### src/logic/puas_pkg.sv
// Shared constants, state codes and carrier types for the power-up
// initialisation and bus-address selection block.
// Assumes a single 200 MHz clock domain and synchronous active-low reset.
package puas_pkg;

    // ------------------------------------------------------------------
    // Working register map (index into the loaded configuration words)
    // ------------------------------------------------------------------
    localparam logic [3:0] PUAS_IDX_I2C_BASE  = 4'h0; // I2C base address
    localparam logic [3:0] PUAS_IDX_MGMT_BASE = 4'h1; // Mgmt-bus base address
    localparam logic [3:0] PUAS_IDX_EN_OPT    = 4'h2; // Software enable options

    // ------------------------------------------------------------------
    // Field positions
    // ------------------------------------------------------------------
    localparam int PUAS_ADDR_MSB    = 6;  // Bases occupy bits 6..0
    localparam int PUAS_EN_OVR_BIT  = 0;  // Software enable overrides pins
    localparam int PUAS_EN_ON_BIT   = 1;  // Software conversion request

    // ------------------------------------------------------------------
    // Values after reset
    // ------------------------------------------------------------------
    localparam logic [7:0] PUAS_I2C_BASE_RST  = 8'h10; // Factory I2C base
    localparam logic [7:0] PUAS_MGMT_BASE_RST = 8'h40; // Factory mgmt base
    localparam logic [6:0] PUAS_ADDR_OFF      = 7'h00; // Address disabled

    // ------------------------------------------------------------------
    // Strap converter bands (10-bit codes)
    // ------------------------------------------------------------------
    localparam logic [10:0] PUAS_STRAP_NOM0 = 11'h020; // Nominal of band 0
    localparam logic [10:0] PUAS_STRAP_STEP = 11'h03c; // Band spacing
    localparam logic [10:0] PUAS_STRAP_HALF = 11'h01e; // Half band spacing
    localparam logic [3:0]  PUAS_STRAP_TOP  = 4'hf;    // Highest offset

    // ------------------------------------------------------------------
    // Sequencer states, one-hot
    // ------------------------------------------------------------------
    typedef enum logic [3:0]
    {
        PUAS_HOLD  = 4'h1, // Internal reset held
        PUAS_LOAD  = 4'h2, // Copying configuration words
        PUAS_STRAP = 4'h4, // Waiting on strap conversion
        PUAS_RUN   = 4'h8  // Initialised
    } puas_state_e;

    // ------------------------------------------------------------------
    // Carriers
    // ------------------------------------------------------------------
    typedef struct packed
    {
        logic       valid; // One-cycle write strobe
        logic [3:0] index; // Working register index
        logic [7:0] data;  // Value to store
    } puas_wr_s;

    typedef struct packed
    {
        logic       valid; // One-cycle address-match request
        logic       mgmt;  // 0 = I2C, 1 = management bus
        logic [6:0] addr;  // 7-bit address seen on the bus
    } puas_addr_s;

endpackage : puas_pkg

### src/logic/puas_init_core.sv
// Power-up initialisation and bus-address selection core.
// Holds internal reset until supplies and oscillator are good, loads the
// configuration memory, samples the address strap once, forms the bus
// addresses and gates power conversion.
// Assumes a config memory that answers one word per request, a strap
// converter with a start/done handshake, and a bus engine that asks for
// address matches and forwards register writes.
`timescale 1ns/1ps
`default_nettype none
module puas_init_core
    import puas_pkg::*;
#(
    parameter int CFG_WORDS = 16 // Configuration words loaded at power-up
)
(
    input  wire logic       mclk_in,             // 200 MHz clock
    input  wire logic       reset_n_in,          // Sync reset, active low
    input  wire logic       vcc_good_in,         // Bias supply good
    input  wire logic       core_rail_good_in,   // Core rail good
    input  wire logic       osc_stable_in,       // Oscillator stable
    output logic            cfg_rd_req_out,      // Config word request
    output logic      [3:0] cfg_rd_index_out,    // Config word index
    input  wire logic       cfg_rd_valid_in,     // Config word present
    input  wire logic [7:0] cfg_rd_data_in,      // Config word value
    output logic            adc_start_out,       // Strap conversion start
    input  wire logic       adc_done_in,         // Strap conversion done
    input  wire logic [9:0] adc_code_in,         // Strap reading
    input  wire puas_wr_s   wr_in,               // Register write request
    input  wire logic [3:0] rd_index_in,         // Register read index
    output logic      [7:0] rd_data_out,         // Register read value
    input  wire puas_addr_s addr_in,             // Address match request
    output logic            addr_ack_out,        // Address acknowledged
    output logic            wr_refused_out,      // Write not stored
    input  wire logic       enable_input_pin_in, // Enable above threshold
    input  wire logic       bus_supply_ok_in,    // Bus supply above UVLO
    output logic            internal_reset_n_out,// Internal reset, low
    output logic            init_done_out,       // Initialisation finished
    output logic            analog_mode_out,     // Analog mode selected
    output logic      [2:0] pins_analog_out,     // Comm pins to analog use
    output logic      [6:0] i2c_address_out,     // Computed I2C address
    output logic      [6:0] mgmt_address_out,    // Computed mgmt address
    output logic      [3:0] addr_offset_out,     // Latched strap offset
    output logic            conv_en_out          // Power conversion enable
);

    // ------------------------------------------------------------------
    // Parameter check
    // ------------------------------------------------------------------
    // Index is four bits and the first three words have fixed meaning.
    if (CFG_WORDS < 3 || CFG_WORDS > 16)
    begin : g_bad_words
        $error("CFG_WORDS must lie between 3 and 16");
    end

    // ------------------------------------------------------------------
    // State record
    // ------------------------------------------------------------------
    typedef struct packed
    {
        puas_state_e                 st;        // Sequencer state
        logic [3:0]                  idx;       // Load word counter
        logic                        req;       // Config request level
        logic                        adc_start; // Conversion start pulse
        logic                        load_done; // All words copied
        logic                        sampled;   // Strap offset latched
        logic                        analog;    // Analog mode
        logic [3:0]                  offset;    // Latched strap offset
        logic [CFG_WORDS-1:0][7:0]   wreg;      // Working registers
        logic [6:0]                  i2c_addr;  // Computed I2C address
        logic [6:0]                  mgmt_addr; // Computed mgmt address
        logic                        ack;       // Address ack
        logic                        refused;   // Write refused pulse
        logic                        conv_en;   // Conversion enable
        logic                        rst_n_int; // Internal reset
        logic                        init_done; // Init finished
        logic [7:0]                  rd_data;   // Read data
    } puas_core_s;

    puas_core_s r;   // Registered state
    puas_core_s nxt; // Next state

    // ------------------------------------------------------------------
    // Strap decode
    // ------------------------------------------------------------------
    logic [3:0] strap_offset; // Decoded offset
    logic       strap_float;  // Strap left open

    puas_strap_decode u_strap
    (
        .code_in      (adc_code_in),
        .offset_out   (strap_offset),
        .floating_out (strap_float)
    );

    // ------------------------------------------------------------------
    // Helpers
    // ------------------------------------------------------------------
    // Address from a base word and the latched offset; a zero base
    // means the bus is switched off, so the address reads back as zero.
    function automatic logic [6:0] puas_form_addr(input logic [7:0] base,
                                                  input logic [3:0] off);
        logic [6:0] sum;
        sum = 7'(base[PUAS_ADDR_MSB:0] + {3'h0, off});
        return (base[PUAS_ADDR_MSB:0] == PUAS_ADDR_OFF) ? PUAS_ADDR_OFF : sum;
    endfunction : puas_form_addr

    // Index inside the loaded word range.
    function automatic logic puas_in_range(input logic [3:0] index);
        return ({1'b0, index} < 5'(CFG_WORDS));
    endfunction : puas_in_range

    logic supplies_ok; // Both supplies and oscillator good
    logic sw_override; // Software enable options in force
    logic hw_enable;   // Default four-condition enable

    assign supplies_ok = vcc_good_in & core_rail_good_in & osc_stable_in;
    assign sw_override = !r.analog & r.wreg[PUAS_IDX_EN_OPT][PUAS_EN_OVR_BIT];
    assign hw_enable   = enable_input_pin_in & bus_supply_ok_in
                         & r.load_done & r.sampled;

    // ------------------------------------------------------------------
    // Next-state logic
    // ------------------------------------------------------------------
    always_comb
    begin
        nxt           = r;
        nxt.adc_start = 1'b0;
        nxt.refused   = 1'b0;
        nxt.ack       = 1'b0;
        nxt.rst_n_int = supplies_ok;
        if (!supplies_ok)
        begin
            // A supply dip restarts the whole sequence from scratch
            nxt.st        = PUAS_HOLD;
            nxt.idx       = 4'h0;
            nxt.req       = 1'b0;
            nxt.load_done = 1'b0;
            nxt.sampled   = 1'b0;
            nxt.analog    = 1'b0;
        end
        else
        begin
            unique case (r.st)
                PUAS_HOLD:
                begin
                    // Reset released: start the one load cycle
                    nxt.st  = PUAS_LOAD;
                    nxt.idx = 4'h0;
                    nxt.req = 1'b1;
                end
                PUAS_LOAD:
                begin
                    if (cfg_rd_valid_in)
                    begin
                        nxt.wreg[r.idx] = cfg_rd_data_in;
                        if (r.idx == 4'(CFG_WORDS - 1))
                        begin
                            nxt.req       = 1'b0;
                            nxt.load_done = 1'b1;
                            nxt.st        = PUAS_STRAP;
                            nxt.adc_start = 1'b1;
                        end
                        else
                        begin
                            nxt.idx = 4'(r.idx + 4'h1);
                        end
                    end
                end
                PUAS_STRAP:
                begin
                    if (adc_done_in)
                    begin
                        nxt.offset  = strap_offset;
                        nxt.analog  = strap_float;
                        nxt.sampled = 1'b1;
                        nxt.st      = PUAS_RUN;
                    end
                end
                PUAS_RUN:
                begin
                    if (wr_in.valid)
                    begin
                        if (!r.analog && puas_in_range(wr_in.index))
                        begin
                            nxt.wreg[wr_in.index] = wr_in.data;
                        end
                        else
                        begin
                            nxt.refused = 1'b1;
                        end
                    end
                end
                default:
                begin
                    // Illegal code: fall back to the held state
                    nxt.st = PUAS_HOLD;
                end
            endcase
        end
        // Writes outside the run state, or during a supply dip, are
        // refused visibly so the bus engine never loses one silently
        if (wr_in.valid && (r.st != PUAS_RUN || !supplies_ok))
        begin
            nxt.refused = 1'b1;
        end
        nxt.i2c_addr  = r.sampled ? puas_form_addr(r.wreg[PUAS_IDX_I2C_BASE],
                                                   r.offset) : PUAS_ADDR_OFF;
        nxt.mgmt_addr = r.sampled ? puas_form_addr(r.wreg[PUAS_IDX_MGMT_BASE],
                                                   r.offset) : PUAS_ADDR_OFF;
        if (addr_in.valid && r.st == PUAS_RUN && !r.analog)
        begin
            if (addr_in.mgmt)
            begin
                nxt.ack = (r.mgmt_addr != PUAS_ADDR_OFF)
                          && (addr_in.addr == r.mgmt_addr);
            end
            else
            begin
                nxt.ack = (r.i2c_addr != PUAS_ADDR_OFF)
                          && (addr_in.addr == r.i2c_addr);
            end
        end
        if (sw_override)
        begin
            nxt.conv_en = r.wreg[PUAS_IDX_EN_OPT][PUAS_EN_ON_BIT]
                          & r.load_done & r.sampled;
        end
        else
        begin
            nxt.conv_en = hw_enable;
        end
        nxt.init_done = nxt.load_done & nxt.sampled;
        nxt.rd_data   = puas_in_range(rd_index_in) ? r.wreg[rd_index_in]
                                                   : 8'h00;
    end

    // ------------------------------------------------------------------
    // State register
    // ------------------------------------------------------------------
    always_ff @(posedge mclk_in)
    begin
        if (!reset_n_in)
        begin
            r                           <= '0;
            r.st                        <= PUAS_HOLD;
            r.wreg[PUAS_IDX_I2C_BASE]   <= PUAS_I2C_BASE_RST;
            r.wreg[PUAS_IDX_MGMT_BASE]  <= PUAS_MGMT_BASE_RST;
        end
        else
        begin
            r <= nxt;
        end
    end

    // ------------------------------------------------------------------
    // Outputs, all straight from the state register
    // ------------------------------------------------------------------
    assign cfg_rd_req_out       = r.req;
    assign cfg_rd_index_out     = r.idx;
    assign adc_start_out        = r.adc_start;
    assign rd_data_out          = r.rd_data;
    assign addr_ack_out         = r.ack;
    assign wr_refused_out       = r.refused;
    assign internal_reset_n_out = r.rst_n_int;
    assign init_done_out        = r.init_done;
    assign analog_mode_out      = r.analog;
    assign pins_analog_out      = {3{r.analog}};
    assign i2c_address_out      = r.i2c_addr;
    assign mgmt_address_out     = r.mgmt_addr;
    assign addr_offset_out      = r.offset;
    assign conv_en_out          = r.conv_en;
endmodule : puas_init_core
`default_nettype wire

### src/logic/puas_strap_decode.sv
// Strap converter decoder: 10-bit reading to a 4-bit address offset,
// with a flag for an open (floating) strap.
// Assumes the code is stable while the caller samples the outputs.
`timescale 1ns/1ps
`default_nettype none
module puas_strap_decode
    import puas_pkg::*;
(
    input  wire logic [9:0] code_in,     // Converter reading
    output logic      [3:0] offset_out,  // Nearest band, 0..15
    output logic            floating_out // Reading above all bands
);

    // ------------------------------------------------------------------
    // Nearest-band decode
    // ------------------------------------------------------------------
    // Division by a constant band width keeps the table out of the code;
    // a reading past half a band above the top nominal is an open strap.
    logic [10:0] wide_code; // Reading widened for arithmetic
    logic [10:0] band;      // Rounded band number
    logic [10:0] top_limit; // Last code not treated as floating

    always_comb
    begin
        wide_code = {1'b0, code_in};
        top_limit = 11'(PUAS_STRAP_NOM0 + 11'(PUAS_STRAP_STEP * 11'h00f)
                        + PUAS_STRAP_HALF);
        if (wide_code <= PUAS_STRAP_NOM0)
        begin
            band = 11'h000;
        end
        else
        begin
            band = 11'((wide_code - PUAS_STRAP_NOM0 + PUAS_STRAP_HALF)
                       / PUAS_STRAP_STEP);
        end
        offset_out   = (band > 11'h00f) ? PUAS_STRAP_TOP : band[3:0];
        floating_out = (wide_code > top_limit);
    end

endmodule : puas_strap_decode
`default_nettype wire

### config.mk
export PLATFORM = sky130hd
export DESIGN_NAME = puas_init_core
export DESIGN_NICKNAME = d
export VERILOG_FILES = /design/src/logic/puas_pkg.sv /design/src/logic/puas_init_core.sv /design/src/logic/puas_strap_decode.sv
export SDC_FILE = /design/constraint.sdc
export NUM_CORES = 1
export LEC_CHECK = 0
export BUFFER_PORTS_ARGS = -buffer_cell sky130_fd_sc_hd__buf_2
export CAP_MARGIN = 5
export CORE_ASPECT_RATIO = 1.75
export CORE_UTILIZATION = 55
export CTS_CLUSTER_SIZE = 16
export DETAILED_ROUTE_END_ITERATION = 10
export PLACE_DENSITY = 0.79
export SKIP_CTS_REPAIR_TIMING = 1
export SYNTH_ARGS = -nofsm -noshare
export SYNTH_HDL_FRONTEND = slang
export SYNTH_SLANG_ARGS = --single-unit
export TNS_END_PERCENT = 5
### constraint.sdc
create_clock -name mclk_in -period 4.8 [get_ports mclk_in]
set_input_delay 0.24 -clock mclk_in [delete_from_list [all_inputs] [get_ports mclk_in]]
set_output_delay 0.24 -clock mclk_in [all_outputs]
set_load 0.02 [all_outputs]
## Yosys cells after proc, flatten, opt, wreduce, memory -nomap -nowiden

Cells that the tools add are included.

- Bits in registers: 172
- Input port bits: 53
- Word-level logic and storage cells: 131

- $add $sub $neg: 5
- Divide/modulo/power cells: 1
- Magnitude comparators: 8
- Equal/unequal tests: 14
- Mux-type cells: 32
- Bitwise gates (word level): 12
- Reduce and logical (&&, ||, !) cells: 27

Operators by type and width:

| operator | count |
|---|---|
| $mux 128 | 3 |
| $bwmux 128 | 2 |
| $pmux 128 s2 | 1 |
| $demux 8 s4 | 2 |
| $bmux 8 s4 | 1 |
| $mux 8 | 3 |
| $mux 11 | 2 |
| $mux 4 | 4 |
| $pmux 4 s4 | 1 |
| $lt 4x5->1 const B | 3 |
| $add 7x4->7 | 2 |
| $eq 7x7->1 | 2 |
| $logic_not 7->1 | 2 |
| $reduce_bool 7->1 | 2 |
| $mux 6 | 2 |
| $ne 2x2->1 const B | 6 |
| $add 11x5->11 const B | 1 |
| $div 11x6->11 const B | 1 |
| $gt 11x4->1 const B | 1 |
| $sub 10x6->11 const B | 1 |
| $gt 10x10->1 const B | 1 |
| $le 10x6->1 const B | 1 |
| $pmux 5 s2 | 1 |
| $and 1x1->1 | 9 |
| other kinds (19) | 45 |

## Longest topological paths before layout

- Depth after elaboration: 10
- Depth in mapped cells: 16

## Modules after synthesis

Synthesis repeated with hierarchy kept, for this count alone.

- Cell total of the unflattened synthesis: 1141
- Area total of the unflattened synthesis: 10960.5 µm²

Modules (own cells, without submodules):

| module | times used | cells each | area an instance (µm²) | seq. area each (µm²) |
|---|---|---|---|---|
| puas_init_core | 1 | 945 | 9549.2 | 3443.3 |
| puas_strap_decode | 1 | 196 | 1411.4 | 0.0 |

## Worst setup path after synthesis

OpenSTA, ideal clock, no wires.

- Path type: input port to flip-flop
- Start point: input port adc_code_in[1]
- End point: register r (netlist bit addr_offset_out[0])
- Library setup time: 0.079 ns
- Arrival time: 3.418 ns
- Data required time: 4.721 ns
- Slack: 1.304 ns
- Stages: 16
- Path through: buf_2 -> inv_1 -> ha_1 -> buf_2 -> nor3b_2 -> a21bo_2 -> and2_1 -> buf_1 -> o41a_2 -> or2_1 -> xor2_1 -> nand4_1 -> mux2_1 -> a21oi_1 -> o2bb2ai_1 -> o221ai_2

- Longest elaborated chain between the ends: 6
- Elaborated cells between the ends (all ways): 7
- Classes of those cells: add/sub (2); div (1); order compare (2); mux (2)

RTL lines:

| what | RTL line | source |
|---|---|---|
| start: declaration | puas_init_core.sv:27 | `input wire logic [9:0] adc_code_in,` |
| $sub 10x6->11 | puas_strap_decode.sv:34 | `band = 11'((wide_code - PUAS_STRAP_NOM0 + PUAS_STRAP_HALF)` |
| $add 11x5->11 | puas_strap_decode.sv:34 |  |
| $div 11x6->11 | puas_strap_decode.sv:35 | `/ PUAS_STRAP_STEP);` |
| $mux 11 * | puas_strap_decode.sv:28 | `if (wide_code <= PUAS_STRAP_NOM0)` |
| $gt 11x4->1 | puas_strap_decode.sv:37 | `offset_out = (band > 11'h00f) ? PUAS_STRAP_TOP : band[3:0];` |
| $mux 4 * | puas_strap_decode.sv:37 |  |
| end signal: assignment | puas_init_core.sv:251 | `r <= nxt;` |
| end: declaration | puas_init_core.sv:79 | `puas_core_s r;` |

Every way passes the cells marked *; elsewhere a longest branch is shown, timed or not.
A chain may end at the register's enable or synchronous reset.

## Worst setup path in the final report

- Start point: input port adc_code_in[2]
- End point: register r (netlist bit addr_offset_out[0])

Same word-level chain as after synthesis.

==> parameters.txt <==
Parameter                              Value

Finish
  Signed area change from the synthesized netlist to the final layout    7.65%
  Final cell area excluding filler cells    11400 µm²
  Layout Utilization    0.609
  Net count reported at finish    1205
  Ratio of cells with drive above 1 in the final layout    0.179
  Non-filler cells in the finished layout    1386
  Antenna cell count    0

STA
  Fin. Hold Viols    0
  Worst max-slew margin expressed relative to the limit    0.243
  RSZ-0062 raised after global routing    false
  Setup violation total in the final timing report    0
  Actual transition at the worst max-transition pin    1.12 ns
  Total negative slack for setup checks    0 ns
  Final worst-path cycle share    0.763
  Maximum operating frequency    0.273 GHz
  Crit path time final    3.66 ns
  Maximum clock skew at final layout    0.0140 ns
  Count of final max-slew check failures    0

Logic synthesis
  Top flip-flop cell by instance count after synthesis    sky130_fd_sc_hd__dfxtp_1
  Avg Synthesized Cell Area    9.20 µm²
  Sequential-to-total area share from yosys stat    0.326
  Flip-flop and latch count after synthesis    172
  Number of enable-type register cells in the synthesized netlist    0
  Biggest area consumer among synthesized cells    sky130_fd_sc_hd__dfxtp_1
  Top cell type's share of synthesized area    0.326
  Syn Std Cell Area    10600 µm²
  Proportion of register bits with asynchronous set or reset after synthesis    0
  Yosys warns    0
  Total nets after synthesis    1217
  Distinct cell type count after synthesis    79
  Synth top area cells    sky130_fd_sc_hd__dfxtp_1 (33%), sky130_fd_sc_hd__a22o_1 (11%), sky130_fd_sc_hd__a22oi_1 (9.3%), sky130_fd_sc_hd__mux4_2 (8.5%), sky130_fd_sc_hd__nor2b_1 (8.4%)
  Gate Count Post-Synth    1147

Route
  Total wire length    32.0 mm
  Via-to-Cell Ratio    6.65
  Total vias in the final route    9211
  # DRC    0
  Iter 0 DRT Violations    711
  Drt first pass iters    5
  Post-detailed-route count of antenna-violating nets    0
  Wire per inst    23.1 µm

Setup path
  Required time of the worst setup path    5.17 ns
  CP Capture Type    flip-flop
  Worst-path maximum fanout    11
  Category of the worst setup path launch point    primary input
  Worst endpoint data arrival time    4.03 ns
  Crit path kind    in2reg

Floorplanning
  Die extent in y    185 µm
  Initial standard-cell utilization of the core    0.565
  Site Rows    66
  Area inside the core boundary    18700 µm²
  Die outline width    107 µm
  Count of boundary I/O pins    94
  Total die area    19800 µm²

Flow run
  Number of maximum-capacitance violations    0

Place
  Detailed-placement wirelength estimate    23.4 mm
  Routability congestion estimate    0.926
  Placed cell count    1354
  IO Port Bufs    93
  Area after DPL    10800 µm²

Global routing
  Global-route wire length before repair    49.1 mm
  Global router's overall resource usage    0.328
  Vias in the first global route    9222
  Gr ovfl total    0
  Number of antenna violations at the first check in global routing    0
  Largest net degree at the start of global routing    91

Clock tree
  Clk_lat worst skew    0.44 ns
  Buffer cell driving the clock tree root    sky130_fd_sc_hd__clkbuf_16
  Number of buffers added by the clock tree synthesis step    17
  Clock transition at the register clock pins on the worst setup and hold paths after CTS    0.07 ns
  Clock Tree Buf Depth    2
  CTS H-Tree Depth    4
  Number of clock sinks    172
  Clock tree from TritonCTS    done

Power
  Leakage dissipation    0.00404 µW
  Total power divided by cell area    270 nW/µm²
  Maximum vdd ir drop    206 µV
  Overall power consumption    3060 µW

Status
  Status    finished clean

Hold path
  Type of the tightest min-delay check    in2reg
logic make-up (layout without fill, tap and decap cells):
logic type | count (synthesis) | count (layout) | share of synthesized area
flops | 172 | 172 | 0.326
xor+xnor | 33 | 33 | 0.0274
compound gates | 370 | 370 | 0.271
simple gates | 350 | 350 | 0.192
mux | 44 | 44 | 0.0894
buf+inv | 160 | 161 | 0.0714
fa+ha+maj | 18 | 18 | 0.0225
state kept, by name, indices dropped and copies added, names as in the netlist, 4 cells and up:
register,cells
addr_offset_out,4
cfg_rd_index_out,4
i2c_address_out,7
mgmt_address_out,7
r,134
rd_data_out,8
critical path: stages:
cell	delay, ns
sky130_fd_sc_hd__buf_2	0.14
sky130_fd_sc_hd__inv_1	0.10
sky130_fd_sc_hd__ha_1	0.42
sky130_fd_sc_hd__or4b_4	0.57
sky130_fd_sc_hd__nor3_2	0.15
sky130_fd_sc_hd__nor3_2	0.12
sky130_fd_sc_hd__o41a_2	0.60
sky130_fd_sc_hd__or2_1	0.31
sky130_fd_sc_hd__xor2_1	0.42
sky130_fd_sc_hd__nand4_1	0.17
sky130_fd_sc_hd__mux2_1	0.39
sky130_fd_sc_hd__a21oi_1	0.16
sky130_fd_sc_hd__o2bb2ai_1	0.10
sky130_fd_sc_hd__o221ai_2	0.15
placed cells by master (no fill, tap or decap), drive strengths merged, types with 4 or more instances in the layout:
master and instances:
or3 4, dfxtp 172, a21o 4, nor4 5, nor3 21, nand2 32
and3 11, xor2 19, a22o 129, and2 26, o41ai 5, mux4 40
or4 4, o21ai 44, nand3 17, buf 111, nor2b 142, xnor2 14
a22oi 132, nor2 54, ha 15, nand3b 5, inv 24, clkbuf 20
nand4 6, a21oi 26, nand2b 5, nor4b 4, nor3b 7
synth_stat cells, types with 4 or more instances:
| cell | count |
|---|---|
| sky130_fd_sc_hd__clkbuf_1 | 65 |
| sky130_fd_sc_hd__o21ai_0 | 23 |
| sky130_fd_sc_hd__buf_1 | 36 |
| sky130_fd_sc_hd__nand3b_1 | 5 |
| sky130_fd_sc_hd__nor4_1 | 5 |
| sky130_fd_sc_hd__nand4_1 | 6 |
| sky130_fd_sc_hd__o21ai_1 | 19 |
| sky130_fd_sc_hd__and2_1 | 25 |
| sky130_fd_sc_hd__nor2_1 | 53 |
| sky130_fd_sc_hd__xor2_1 | 19 |
| sky130_fd_sc_hd__nor3b_1 | 6 |
| sky130_fd_sc_hd__nand3_1 | 17 |
| sky130_fd_sc_hd__buf_4 | 33 |
| sky130_fd_sc_hd__nand2b_1 | 5 |
| sky130_fd_sc_hd__xnor2_1 | 14 |
| sky130_fd_sc_hd__a21o_1 | 4 |
| sky130_fd_sc_hd__o41ai_1 | 4 |
| sky130_fd_sc_hd__mux4_2 | 40 |
| sky130_fd_sc_hd__nor2b_1 | 141 |
| sky130_fd_sc_hd__nand2_1 | 32 |
| sky130_fd_sc_hd__a21oi_1 | 25 |
| sky130_fd_sc_hd__and3_1 | 11 |
| sky130_fd_sc_hd__a22oi_1 | 131 |
| sky130_fd_sc_hd__inv_1 | 18 |
| sky130_fd_sc_hd__dfxtp_1 | 172 |
| sky130_fd_sc_hd__a22o_1 | 128 |
| sky130_fd_sc_hd__or4_1 | 4 |
| sky130_fd_sc_hd__buf_2 | 5 |
| sky130_fd_sc_hd__ha_1 | 15 |
| sky130_fd_sc_hd__nor3_1 | 18 |
path summary, 6_finish.rpt:
path                  startpoint                 end  slack (ns)  cells past startpoint
hold reg to reg           r[161]         conv_en_out        0.48                      2
setup / recovery  adc_code_in[2]  addr_offset_out[0]        1.14                     14
setup reg to reg          r[171]              r[150]        1.66                      9
hold / removal         wr_in[12]      wr_refused_out        0.06                      3
metrics by stage:
stage          hold WS, ns  worst slack [ns]
6_report            0.0600              1.14
4_1_cts             0.0560              1.14
2_1_floorplan        0.365              1.30
5_1_grt             0.0749             0.905
3_5_place_dp         0.472             0.698
3_3_place_gp         0.465             0.791
cell type report:
| class | count | area, µm² |
|---|---|---|
| Clock buffer | 20 | 447 |
| Fill cell | 1627 | 7300 |
| Timing Repair Buffer | 111 | 613 |
| Sequential cell | 172 | 3440 |
| Clock inverter | 12 | 128 |
| Tap cell | 238 | 298 |
| Multi-Input combinational cell | 815 | 6360 |
| Inverter | 18 | 67.6 |
report_power, final:
part / leakage [µW] / internal, µW / total (µW) / switching [µW]
Sequential: 0.00139 / 1430 / 1430 / 1.07
Combinational: 0.00238 / 93.7 / 268 / 174
Clock: 0.000272 / 743 / 1370 / 623
Total: 0.00404 / 2260 / 3060 / 798
per-layer routing:
layer / vias up / routed length (µm) / global-route usage / share of wire
met5: - / 0 / 0 / 0
met4: 0 / 2140 / 0.243 / 0.067
met3: 137 / 1680 / 0.0549 / 0.052
met2: 407 / 17600 / 0.625 / 0.55
met1: 4435 / 10600 / 0.307 / 0.33
li1: 4232 / - / - / -
Note: power is estimated with default switching activity, not from simulation.
